File: src/acm_cfg.svh
// Offsets, field positions, reset values and timing counts for the channel mux configuration block.
// Assumes inclusion by bare name from the design file and the testbench.
`ifndef ACM_CFG_SVH
`define ACM_CFG_SVH

// ----------------------------------------------------------------
// Register byte offsets
// ----------------------------------------------------------------
`define ACM_OFS_CFG1      8'h00
`define ACM_OFS_CFG2      8'h04
`define ACM_OFS_CFG3      8'h08
`define ACM_OFS_STATUS    8'h0C
`define ACM_OFS_MASK      8'h10
`define ACM_OFS_THR_HI    8'h14
`define ACM_OFS_THR_LO    8'h18
`define ACM_OFS_CHAN_BASE 8'h20

// ----------------------------------------------------------------
// Field positions
// ----------------------------------------------------------------
`define ACM_CH_MUX_MSB    2
`define ACM_CH_GAIN_LSB   4
`define ACM_CFG2_INT_TEST 4
`define ACM_CFG2_AMP      2
`define ACM_CFG3_REF4V    5
`define ACM_ST_DRDY       0
`define ACM_ST_OVER       1
`define ACM_ST_UNDER      2

// ----------------------------------------------------------------
// Mux select codes
// ----------------------------------------------------------------
`define ACM_MUX_SHORT     3'h1
`define ACM_MUX_SUPPLY    3'h3
`define ACM_MUX_TEMP      3'h4
`define ACM_MUX_TEST      3'h5

// ----------------------------------------------------------------
// Reset values
// ----------------------------------------------------------------
`define ACM_RST_CFG1      8'h06
`define ACM_RST_CFG2      8'h00
`define ACM_RST_CFG3      8'h00
`define ACM_RST_CHAN      8'h00
`define ACM_RST_THR_HI    24'h7FFFFF
`define ACM_RST_THR_LO    24'h800000

// ----------------------------------------------------------------
// Timing
// ----------------------------------------------------------------
`define ACM_SYS_CLK_HZ    100000000
`define ACM_CONV_CLK_HZ   2048000
`define ACM_CONV_INC      ((64'd`ACM_CONV_CLK_HZ << 32) / 64'd`ACM_SYS_CLK_HZ)
`define ACM_DEC_BASE      11'h010
`define ACM_TEST_DIV_MSB  20

`endif

File: src/acm_pkg.sv
// Types shared by the channel mux configuration block.
// Assumes acm_cfg.svh is on the include path.
package acm_pkg;

  typedef enum logic [2:0] {
    ACM_RT_NORMAL,
    ACM_RT_SHORT,
    ACM_RT_TEST,
    ACM_RT_TEMP,
    ACM_RT_SUPPLY_ANA,
    ACM_RT_SUPPLY_DIG
  } acm_route_t;

  typedef struct packed {
    logic [7:0][7:0]      chan;
    logic [7:0]           cfg1;
    logic [7:0]           cfg2;
    logic [7:0]           cfg3;
    logic [2:0]           status;
    logic [2:0]           mask;
    logic [23:0]          thr_hi;
    logic [23:0]          thr_lo;
    acm_route_t [7:0]     route;
    logic [7:0][3:0]      gain;
    logic [6:0]           rate;
    logic                 ref_4v;
    logic [31:0]          acc;
    logic                 conv_clk;
    logic                 mod_phase;
    logic [10:0]          dec_cnt;
    logic                 running;
    logic                 drdy;
    logic [20:0]          tdiv;
    logic                 test_wave;
    logic                 test_wave_n;
    logic                 test_oe_n;
    logic                 test_signal_amplitude;
    logic [31:0]          prdata;
    logic                 pready;
    logic                 pslverr;
    logic                 irq;
  } acm_state_t;

endpackage

File: src/acm_top.sv
// Channel input mux configuration, conversion timing, test signal source and range comparators.
// Assumes an APB master on clk_in, synchronous inputs, and an analog fabric that obeys the route codes.
//
// The placing of the registers and the APB interface to the registers are this design's own decisions.
`timescale 1ns/100ps
`include "acm_cfg.svh"

// How it works
// - Select code 001 shorts both amplifier inputs to the reference midpoint.
// - Select code 101 routes the channel to the test signal pair.
// - Select code 100 routes the channel to the temperature sensor.
// - Select code 011 routes the channel to a supply monitor.
// - Supply mode: channels 3 and 4 see digital supply, others analog.
// - Test amplitude and frequency come from the second configuration register.
// - The selected test signal is driven on the two test pins.
// - Clearing the internal test bit releases the test pins.
// - Each channel mux follows only its own settings register.
// - Rate code 000..110 gives 64,32,16,8,4,2,1 kSPS.
// - Channel gain is one of 1, 2, 4, 8 or 12.
// - Internal reference selects 2.4 V or 4 V.
// - A phase accumulator on clk_in produces the 2.048 MHz conversion clock.
// - Conversions run on the start input so shared starts stay in step.
// - Comparators with programmable thresholds flag over and under range.
// - The rate code applies to all eight channels together.
module acm_top (
  input  wire logic                      clk_in,
  input  wire logic                      reset_in,
  input  wire logic                      psel_in,
  input  wire logic                      penable_in,
  input  wire logic                      pwrite_in,
  input  wire logic [7:0]                paddr_in,
  input  wire logic [31:0]               pwdata_in,
  output logic      [31:0]               prdata_out,
  output logic                           pready_out,
  output logic                           pslverr_out,
  output logic                           irq_out,
  input  wire logic                      start_in,
  input  wire logic                      sample_valid_in,
  input  wire logic [23:0]               sample_data_in,
  output acm_pkg::acm_route_t [7:0]      channel_route_out,
  output logic      [31:0]               channel_gain_out,
  output logic      [2:0]                data_rate_code_out,
  output logic      [6:0]                data_rate_ksps_out,
  output logic                           ref_4v_out,
  output logic                           conv_clk_out,
  output logic                           drdy_out,
  input  wire logic                      test_signal_positive_pin_in,
  input  wire logic                      test_signal_negative_pin_in,
  output logic                           test_signal_positive_pin_out,
  output logic                           test_signal_negative_pin_out,
  output logic                           test_signal_pin_oe_n_out,
  output logic                           test_signal_amplitude_out
);
  import acm_pkg::*;

  // ----------------------------------------------------------------
  // Decode helpers
  // ----------------------------------------------------------------
  function automatic acm_route_t route_of(input logic [2:0] sel, input int ch);
    acm_route_t r;
    r = ACM_RT_NORMAL;
    case (sel)
      `ACM_MUX_SHORT:  r = ACM_RT_SHORT;
      `ACM_MUX_TEST:   r = ACM_RT_TEST;
      `ACM_MUX_TEMP:   r = ACM_RT_TEMP;
      `ACM_MUX_SUPPLY: begin
        // Zero-based 2 and 3 are channels 3 and 4
        r = (ch == 2 || ch == 3) ? ACM_RT_SUPPLY_DIG : ACM_RT_SUPPLY_ANA;
      end
      default:         r = ACM_RT_NORMAL;
    endcase
    return r;
  endfunction

  // Codes 5 to 7 have no gain of their own; fall back to unity
  function automatic logic [3:0] gain_of(input logic [2:0] code);
    logic [3:0] g;
    g = 4'h1;
    case (code)
      3'h0:    g = 4'h1;
      3'h1:    g = 4'h2;
      3'h2:    g = 4'h4;
      3'h3:    g = 4'h8;
      3'h4:    g = 4'hC;
      default: g = 4'h1;
    endcase
    return g;
  endfunction

  // Code 111 is unlisted and runs at the slowest rate
  function automatic logic [6:0] rate_of(input logic [2:0] dr);
    logic [6:0] r;
    r = 7'h01;
    if (dr != 3'h7) begin
      r = 7'h40 >> dr;
    end
    return r;
  endfunction

  function automatic logic [10:0] decim_of(input logic [2:0] dr);
    logic [10:0] d;
    d = (dr == 3'h7) ? (`ACM_DEC_BASE << 6) : (`ACM_DEC_BASE << dr);
    return d;
  endfunction

  // ----------------------------------------------------------------
  // State
  // ----------------------------------------------------------------
  acm_state_t state;
  acm_state_t next_state;

  logic [31:0] conv_inc;
  assign conv_inc = 32'(`ACM_CONV_INC);

  always_comb begin
    logic        setup;
    logic        access;
    logic        wr;
    logic [31:0] rd;
    logic        bad;
    logic [2:0]  events;
    logic [2:0]  w1c;
    logic [32:0] sum;
    logic        conv_rise;
    logic        mod_tick;
    logic [2:0]  idx;
    setup     = 1'b0;
    access    = 1'b0;
    wr        = 1'b0;
    rd        = 32'h00000000;
    bad       = 1'b0;
    events    = 3'h0;
    w1c       = 3'h0;
    sum       = 33'h000000000;
    conv_rise = 1'b0;
    mod_tick  = 1'b0;
    idx       = 3'h0;
    next_state = state;

    // ----------------------------------------------------------------
    // APB slave: zero wait state, decode in setup, answer in access
    // ----------------------------------------------------------------
    setup  = psel_in && !penable_in;
    access = psel_in && penable_in && state.pready;
    wr     = access && pwrite_in;
    idx    = paddr_in[4:2];

    if (paddr_in[1:0] != 2'h0) begin
      bad = 1'b1;
    end else if (paddr_in >= `ACM_OFS_CHAN_BASE && paddr_in < 8'h40) begin
      rd = {24'h000000, state.chan[idx]};
    end else begin
      case (paddr_in)
        `ACM_OFS_CFG1:   rd = {24'h000000, state.cfg1};
        `ACM_OFS_CFG2:   rd = {24'h000000, test_signal_positive_pin_in,
                               test_signal_negative_pin_in, state.cfg2[5:0]};
        `ACM_OFS_CFG3:   rd = {24'h000000, state.cfg3};
        `ACM_OFS_STATUS: rd = {29'h00000000, state.status};
        `ACM_OFS_MASK:   rd = {29'h00000000, state.mask};
        `ACM_OFS_THR_HI: rd = {8'h00, state.thr_hi};
        `ACM_OFS_THR_LO: rd = {8'h00, state.thr_lo};
        default:         bad = 1'b1;
      endcase
    end

    next_state.pready = setup;
    if (setup) begin
      next_state.prdata  = pwrite_in ? 32'h00000000 : rd;
      next_state.pslverr = bad;
    end else if (access) begin
      next_state.prdata  = 32'h00000000;
      next_state.pslverr = 1'b0;
    end

    if (wr && !bad) begin
      if (paddr_in >= `ACM_OFS_CHAN_BASE) begin
        next_state.chan[idx] = pwdata_in[7:0];
      end else begin
        case (paddr_in)
          `ACM_OFS_CFG1:   next_state.cfg1   = pwdata_in[7:0];
          `ACM_OFS_CFG2:   next_state.cfg2   = {2'h0, pwdata_in[5:0]};
          `ACM_OFS_CFG3:   next_state.cfg3   = pwdata_in[7:0];
          `ACM_OFS_STATUS: w1c               = pwdata_in[2:0];
          `ACM_OFS_MASK:   next_state.mask   = pwdata_in[2:0];
          `ACM_OFS_THR_HI: next_state.thr_hi = pwdata_in[23:0];
          `ACM_OFS_THR_LO: next_state.thr_lo = pwdata_in[23:0];
          default:         next_state.mask   = state.mask;
        endcase
      end
    end

    // ----------------------------------------------------------------
    // Per-channel routing and gain, each from its own register only
    // ----------------------------------------------------------------
    for (int ch = 0; ch < 8; ch++) begin
      next_state.route[ch] = route_of(state.chan[ch][`ACM_CH_MUX_MSB:0], ch);
      next_state.gain[ch]  = gain_of(state.chan[ch][`ACM_CH_GAIN_LSB+2:`ACM_CH_GAIN_LSB]);
    end
    next_state.rate   = rate_of(state.cfg1[2:0]);
    next_state.ref_4v = state.cfg3[`ACM_CFG3_REF4V];

    // ----------------------------------------------------------------
    // Conversion clock: phase accumulator, since 100 MHz is no
    // integer multiple of 2.048 MHz; edges jitter by one system cycle
    // ----------------------------------------------------------------
    sum                 = {1'b0, state.acc} + {1'b0, conv_inc};
    next_state.acc      = sum[31:0];
    next_state.conv_clk = sum[31];
    conv_rise           = sum[31] && !state.conv_clk;
    if (conv_rise) begin
      next_state.mod_phase = !state.mod_phase;
    end
    mod_tick = conv_rise && state.mod_phase;

    // ----------------------------------------------------------------
    // Decimation: one result per modulator ticks of the global rate
    // ----------------------------------------------------------------
    next_state.drdy    = 1'b0;
    next_state.running = start_in;
    if (!start_in) begin
      // Restarting from zero keeps devices sharing a start in step
      next_state.dec_cnt = 11'h000;
    end else if (mod_tick) begin
      if (state.dec_cnt >= decim_of(state.cfg1[2:0]) - 11'h001) begin
        next_state.dec_cnt = 11'h000;
        next_state.drdy    = state.running;
      end else begin
        next_state.dec_cnt = state.dec_cnt + 11'h001;
      end
    end

    // ----------------------------------------------------------------
    // Test signal: 00 slow, 01 fast square wave, 11 DC high, 10 hold
    // ----------------------------------------------------------------
    if (conv_rise) begin
      next_state.tdiv = state.tdiv + 21'h000001;
    end
    case (state.cfg2[1:0])
      2'h0:    next_state.test_wave = state.tdiv[`ACM_TEST_DIV_MSB];
      2'h1:    next_state.test_wave = state.tdiv[`ACM_TEST_DIV_MSB-1];
      2'h3:    next_state.test_wave = 1'b1;
      default: next_state.test_wave = state.test_wave;
    endcase
    next_state.test_wave_n = !next_state.test_wave;
    next_state.test_signal_amplitude  = state.cfg2[`ACM_CFG2_AMP];
    // Pins are released so an outside source can drive them
    next_state.test_oe_n = !state.cfg2[`ACM_CFG2_INT_TEST];

    // ----------------------------------------------------------------
    // Range comparators on the incoming sample stream
    // ----------------------------------------------------------------
    if (sample_valid_in) begin
      events[`ACM_ST_OVER]  = $signed(sample_data_in) > $signed(state.thr_hi);
      events[`ACM_ST_UNDER] = $signed(sample_data_in) < $signed(state.thr_lo);
    end
    events[`ACM_ST_DRDY] = next_state.drdy;

    // Set wins over a same-cycle clear
    next_state.status = (state.status & ~w1c) | events;
    next_state.irq    = |(next_state.status & next_state.mask);
  end

  always_ff @(posedge clk_in) begin
    if (reset_in) begin
      state           <= '0;
      state.chan      <= {8{`ACM_RST_CHAN}};
      state.cfg1      <= `ACM_RST_CFG1;
      state.cfg2      <= `ACM_RST_CFG2;
      state.cfg3      <= `ACM_RST_CFG3;
      state.thr_hi    <= `ACM_RST_THR_HI;
      state.thr_lo    <= `ACM_RST_THR_LO;
      state.route     <= '{default: ACM_RT_NORMAL};
      state.gain      <= {8{4'h1}};
      state.rate      <= 7'h01;
      state.test_oe_n <= 1'b1;
      state.test_wave_n <= 1'b1;
    end else begin
      state <= next_state;
    end
  end

  // ----------------------------------------------------------------
  // Outputs, all taken straight from the state register
  // ----------------------------------------------------------------
  assign prdata_out                   = state.prdata;
  assign pready_out                   = state.pready;
  assign pslverr_out                  = state.pslverr;
  assign irq_out                      = state.irq;
  assign channel_route_out            = state.route;
  assign channel_gain_out             = state.gain;
  assign data_rate_code_out           = state.cfg1[2:0];
  assign data_rate_ksps_out           = state.rate;
  assign ref_4v_out                   = state.ref_4v;
  assign conv_clk_out                 = state.conv_clk;
  assign drdy_out                     = state.drdy;
  assign test_signal_positive_pin_out = state.test_wave;
  assign test_signal_negative_pin_out = state.test_wave_n;
  assign test_signal_pin_oe_n_out     = state.test_oe_n;
  assign test_signal_amplitude_out    = state.test_signal_amplitude;

endmodule

File: config.mk
export PLATFORM = sky130hd
export DESIGN_NAME = acm_top
export DESIGN_NICKNAME = d
export VERILOG_FILES = /design/src/acm_pkg.sv /design/src/acm_top.sv
export VERILOG_INCLUDE_DIRS = /design/src
export SDC_FILE = /design/constraint.sdc
export NUM_CORES = 1
export LEC_CHECK = 0
export ABC_AREA = 0
export BUFFER_PORTS_ARGS = -buffer_cell sky130_fd_sc_hd__buf_2
export CORE_ASPECT_RATIO = 1.5
export CORE_UTILIZATION = 30
export CTS_CLUSTER_DIAMETER = 100
export DETAILED_ROUTE_END_ITERATION = 7
export PLACE_DENSITY = 0.47
export SETUP_SLACK_MARGIN = 0.1
export SYNTH_ARGS = -nofsm -noshare
export SYNTH_HDL_FRONTEND = slang
export SYNTH_SLANG_ARGS = --single-unit
File: constraint.sdc
create_clock -name clk_in -period 7.8 [get_ports clk_in]
set_input_delay 1.17 -clock clk_in [delete_from_list [all_inputs] [get_ports clk_in]]
set_output_delay 1.17 -clock clk_in [all_outputs]
set_load 0.005 [all_outputs]
==> summary.txt <==
Status
  • Status: complete, but fails checks
  • Violated checks: DRC

Global route
  • Vias in the first global route: 10.6k
  • All-Layer GR Usage: approximately 16%
  • Initial antenna violation count: 6
  • Global-route wire length before repair: just under 60 mm
  • Largest net degree at the start of global routing: a little under 90
  • Gr ovfl total: 0

Clock network
  • # H-tree levels: 1
  • CTS sink count: 301
  • Clk slew on worst S/H paths: 0.07 ns
  • CTS Hold Buffers Added: 0
  • CTS tree: done
  • CTS root buffer: clkbuf_16
  • Post-CTS setup buffer count: 0
  • Post-cts resize count: 0
  • Num CTS Buffers: 31
  • Clock buffer depth: 3
  • Clock latency on the worst-skew pair: just under 0.6 ns

Pwr
  • Worst vdd ir: approximately 0.14 mV
  • Logic gate share of total power: 6.8%
  • Clock network power share: between 40 and 50%
  • Sw Pwr: roughly 0.8 mW
  • Reg power frac: roughly 50%
  • Cell Int Power: roughly 2.4 mW
  • Sw frac: around 25%
  • Pleak: roughly 6.4 nW
  • Pwr Density: 206 nW/µm²

Worst setup path
  • Max incr delay on CP: around 0.37 ns
  • Crit path buffers/inverters: 1
  • Crit end category: flip-flop
  • Depth of the most critical reg-to-reg path: 15
  • Reg2reg start: state[76]$_SDFF_PP0_
  • CP cell instances: ha_1 -> a311oi_1 -> o21ai_0 -> a31oi_1 -> o21bai_1 -> a21oi_1 -> nor3b_1 -> ha_1 -> buf_4 -> and4_1 -> nand4_1 -> nor2_1 -> nand4_1 -> or3_1 -> a21oi_1
  • Worst path depth: 15
  • Type of origin of the critical path: flip-flop
  • CP required: roughly 8.3 ns
  • Worst-path maximum fanout: 11
  • Worst setup path class: reg2reg
  • Critical path's top delay family: simple AND/OR/NAND/NOR gates
  • CP max stage cell: dfxtp_1
  • Reg-to-Reg End: state[58]$_SDFFE_PP0P_
  • R2R setup slack: between 4 and 5 ns
  • Critical Path AT: approximately 4.2 ns

Hold path
  • Hold EP: test_signal_pin_oe_n_out$_SDFF_PP1_
  • Worst Hold Depth: 1
  • HP Class: reg2reg
  • Startpoint of the worst hold path: state[237]$_SDFFE_PP0P_

Yosys
  • Synthesized area per cell: approximately 8.8 µm²
  • Yosys cell types: 66
  • Ys Warns: 0
  • Number of synthesized flops with an enable pin: 0
  • Ys async rst share: 0%
  • FF+latch count, synth: about 300
  • Cells after synthesis: about 1.6k
  • Top FF cell, synth: dfxtp_1
  • Synthesized area: 14100 µm²
  • Seq/Total Area, Yosys: a little over two fifths

Drt
  • Vias per inst: 4.81
  • Routed Antenna Nets: 0
  • # DRC: 36
  • Via count: 10.8k
  • Initial drt markers: 512
  • Routed WL: 38.3 mm
  • DR pass1 iterations: 7
  • Post-DR wirelength/cell: about 17 µm

STA
  • Setup TNS: 0 ns
  • Final period util: 47.2%
  • Slew margin rel.: a little over a fifth
  • Setup violations, final: 0
  • Slew @ Worst Pin: around 1.2 ns
  • Max Fclk: between 0.2 and 0.3 GHz
  • Post-layout minimum cycle time: 3.68 ns
  • Hold WS: between 0.4 and 0.5 ns
  • Clock Skew: approximately 0.011 ns
  • Max Slew Vio Count: 0
  • Final Hold Viols: 0
  • RSZ-0062 raised after global routing: no

Cells and area
  • Post-Layout Cell Count: around 2.3k
  • Syn-to-layout area delta: 11.1%
  • Most frequent cells in the layout: dfxtp_1, nor2_1, nand2_1
  • Layout Nets: approximately 1.8k
  • Share of cells above drive strength 1: about 15%
  • Commonest non-fill, non-tap cell in the layout: dfxtp_1

Floorplan
  • Initial Util: 30.3%
  • Die ar.: approximately 48000 µm²
  • Die X: 179 µm
  • I/O Pins: roughly 180
  • Core Box Area: around 47000 µm²
  • Die Y-Extent: roughly 270 µm
  • Rows: between 90 and 100

Placed design
  • # placed instances: around 2.2k
  • Final GP Congestion: 0.818
  • HPWL after DPL: 27.1 mm
  • Buffers on Ports: 164

Run
  • Max cap viols: 0
[per-layer routing]
layer	track usage, %	share of wire (%)	vias to the layer above	routed length [µm]
met5	0	0.15	-	58
met4	4.54	2.2	10	832
met3	2.26	4.8	57	1840
met2	28.4	50	225	19200
met1	19.4	43	5133	16300
li1	-	-	5410	-
[area by class of cell]
type,count,area [µm²]
inverters,66,248
well taps,594,743
diodes,2,5.00
fillers,4908,30900
flip-flops and latches,301,6030
clock buffers,47,886
multi-input cells,1058,6800
repair buffers,176,917
clock inverters,8,51.3
[worst reg2reg max path, cell delays in order, from the launching register on]
cell	delay [ns]
dfxtp_1	0.37
ha_1	0.22
a311oi_1	0.14
o21ai_0	0.32
a31oi_1	0.18
o21bai_1	0.23
a21oi_1	0.17
nor3b_1	0.24
ha_1	0.18
buf_4	0.22
and4_1	0.28
nand4_1	0.14
nor2_1	0.22
nand4_1	0.19
or3_1	0.37
a21oi_1	0.14
[power groups by stage]
stage | combinational, mW | clock [mW] | sequential (mW)
after detailed placement | 0.221 | 0 | 1.64
after CTS | 0.222 | 1.47 | 1.60
after floorplan | 0.157 | 0 | 1.63
final | 0.219 | 1.41 | 1.60
after global routing | 0.246 | 1.52 | 1.61
after global placement | 0.219 | 0 | 1.64
[how the worst max path moves through the flow]
stage	startpoint	endpoint	slack, ns
2_1_floorplan	paddr_in[6]	state[252]$_SDFFE_PP0P_	4.60
3_3_place_gp	paddr_in[6]	state[199]$_SDFFE_PP1P_	3.58
3_5_place_dp	paddr_in[6]	state[218]$_SDFFE_PP0P_	3.58
4_1_cts	state[76]$_SDFF_PP0_	state[58]$_SDFFE_PP0P_	4.01
5_1_grt	state[76]$_SDFF_PP0_	state[58]$_SDFFE_PP0P_	3.69
6_report	state[76]$_SDFF_PP0_	state[58]$_SDFFE_PP0P_	4.12
[metrics by stage]
stage | cell area [µm²] | setup slack [ns] | total power, mW | utilization [%]
floorplan | 14100 | 4.60 | 1.79 | -
global placement | 14700 | 3.58 | 1.86 | 31.6
detailed placement | 14700 | 3.58 | 1.86 | 31.6
CTS | 15700 | 4.01 | 3.29 | 33.6
global route | 15700 | 3.69 | 3.38 | 33.6
finish | 15700 | 4.12 | 3.23 | 33.6
[flip-flops by register name, summed over array words and instances (netlist names), 2 cells and up]
signal,flops
channel_gain_out,32
channel_route_out,24
data_rate_code_out,3
data_rate_ksps_out,7
next_state,2
prdata_out,24
state,200
[synth_stat cells (3+ instances only)]
| cell | instances | area share, % |
|---|---|---|
| dfxtp_1 | 301 | 43 |
| nor2_1 | 210 | 5.6 |
| nand2_1 | 204 | 5.4 |
| buf_4 | 98 | 5.2 |
| a21oi_1 | 91 | 3.2 |
| clkbuf_1 | 72 | 1.9 |
| mux2i_1 | 69 | 4.9 |
| inv_1 | 65 | 1.7 |
| ha_1 | 59 | 5.2 |
| nand3_1 | 45 | 1.6 |
| xnor2_1 | 43 | 2.7 |
| nor3_1 | 37 | 1.3 |
| xor2_1 | 31 | 1.9 |
| o211ai_1 | 25 | 1.3 |
| a22oi_1 | 23 | 1.2 |
| mux4_2 | 19 | 3.0 |
| nor2b_1 | 18 | 0.80 |
| a22o_1 | 16 | 0.99 |
| nand4_1 | 15 | 0.67 |
| o21ai_0 | 14 | 0.50 |
| a31oi_1 | 10 | 0.44 |
| buf_2 | 10 | 0.35 |
| and3_1 | 9 | 0.40 |
| nor3b_1 | 9 | 0.48 |
| nor4b_1 | 8 | 0.50 |
| a211oi_1 | 7 | 0.37 |
| and2_1 | 7 | 0.31 |
| or3_1 | 7 | 0.31 |
| a21o_1 | 6 | 0.32 |
| a221oi_1 | 6 | 0.37 |
| buf_1 | 5 | 0.13 |
| nand2b_1 | 5 | 0.22 |
| o21a_1 | 5 | 0.27 |
| or4_1 | 5 | 0.27 |
| nor4_1 | 4 | 0.18 |
| and4_1 | 3 | 0.19 |
| nor2_4 | 3 | 0.24 |
| o221ai_1 | 3 | 0.19 |
| or2_2 | 3 | 0.13 |
[cells by family after synthesis]
family	after synthesis	share of synthesized area, %
other	1	0.0266
XOR/XNOR	74	4.59
adder cells (fa/ha/maj)	59	5.23
multiplexers	90	8.09
buffers and inverters	251	9.37
flip-flops	301	42.7
AND/OR/NAND/NOR	598	19.1
AO/OA/AOI/OAI	229	10.8
Note: power is estimated with default switching activity, not from simulation.
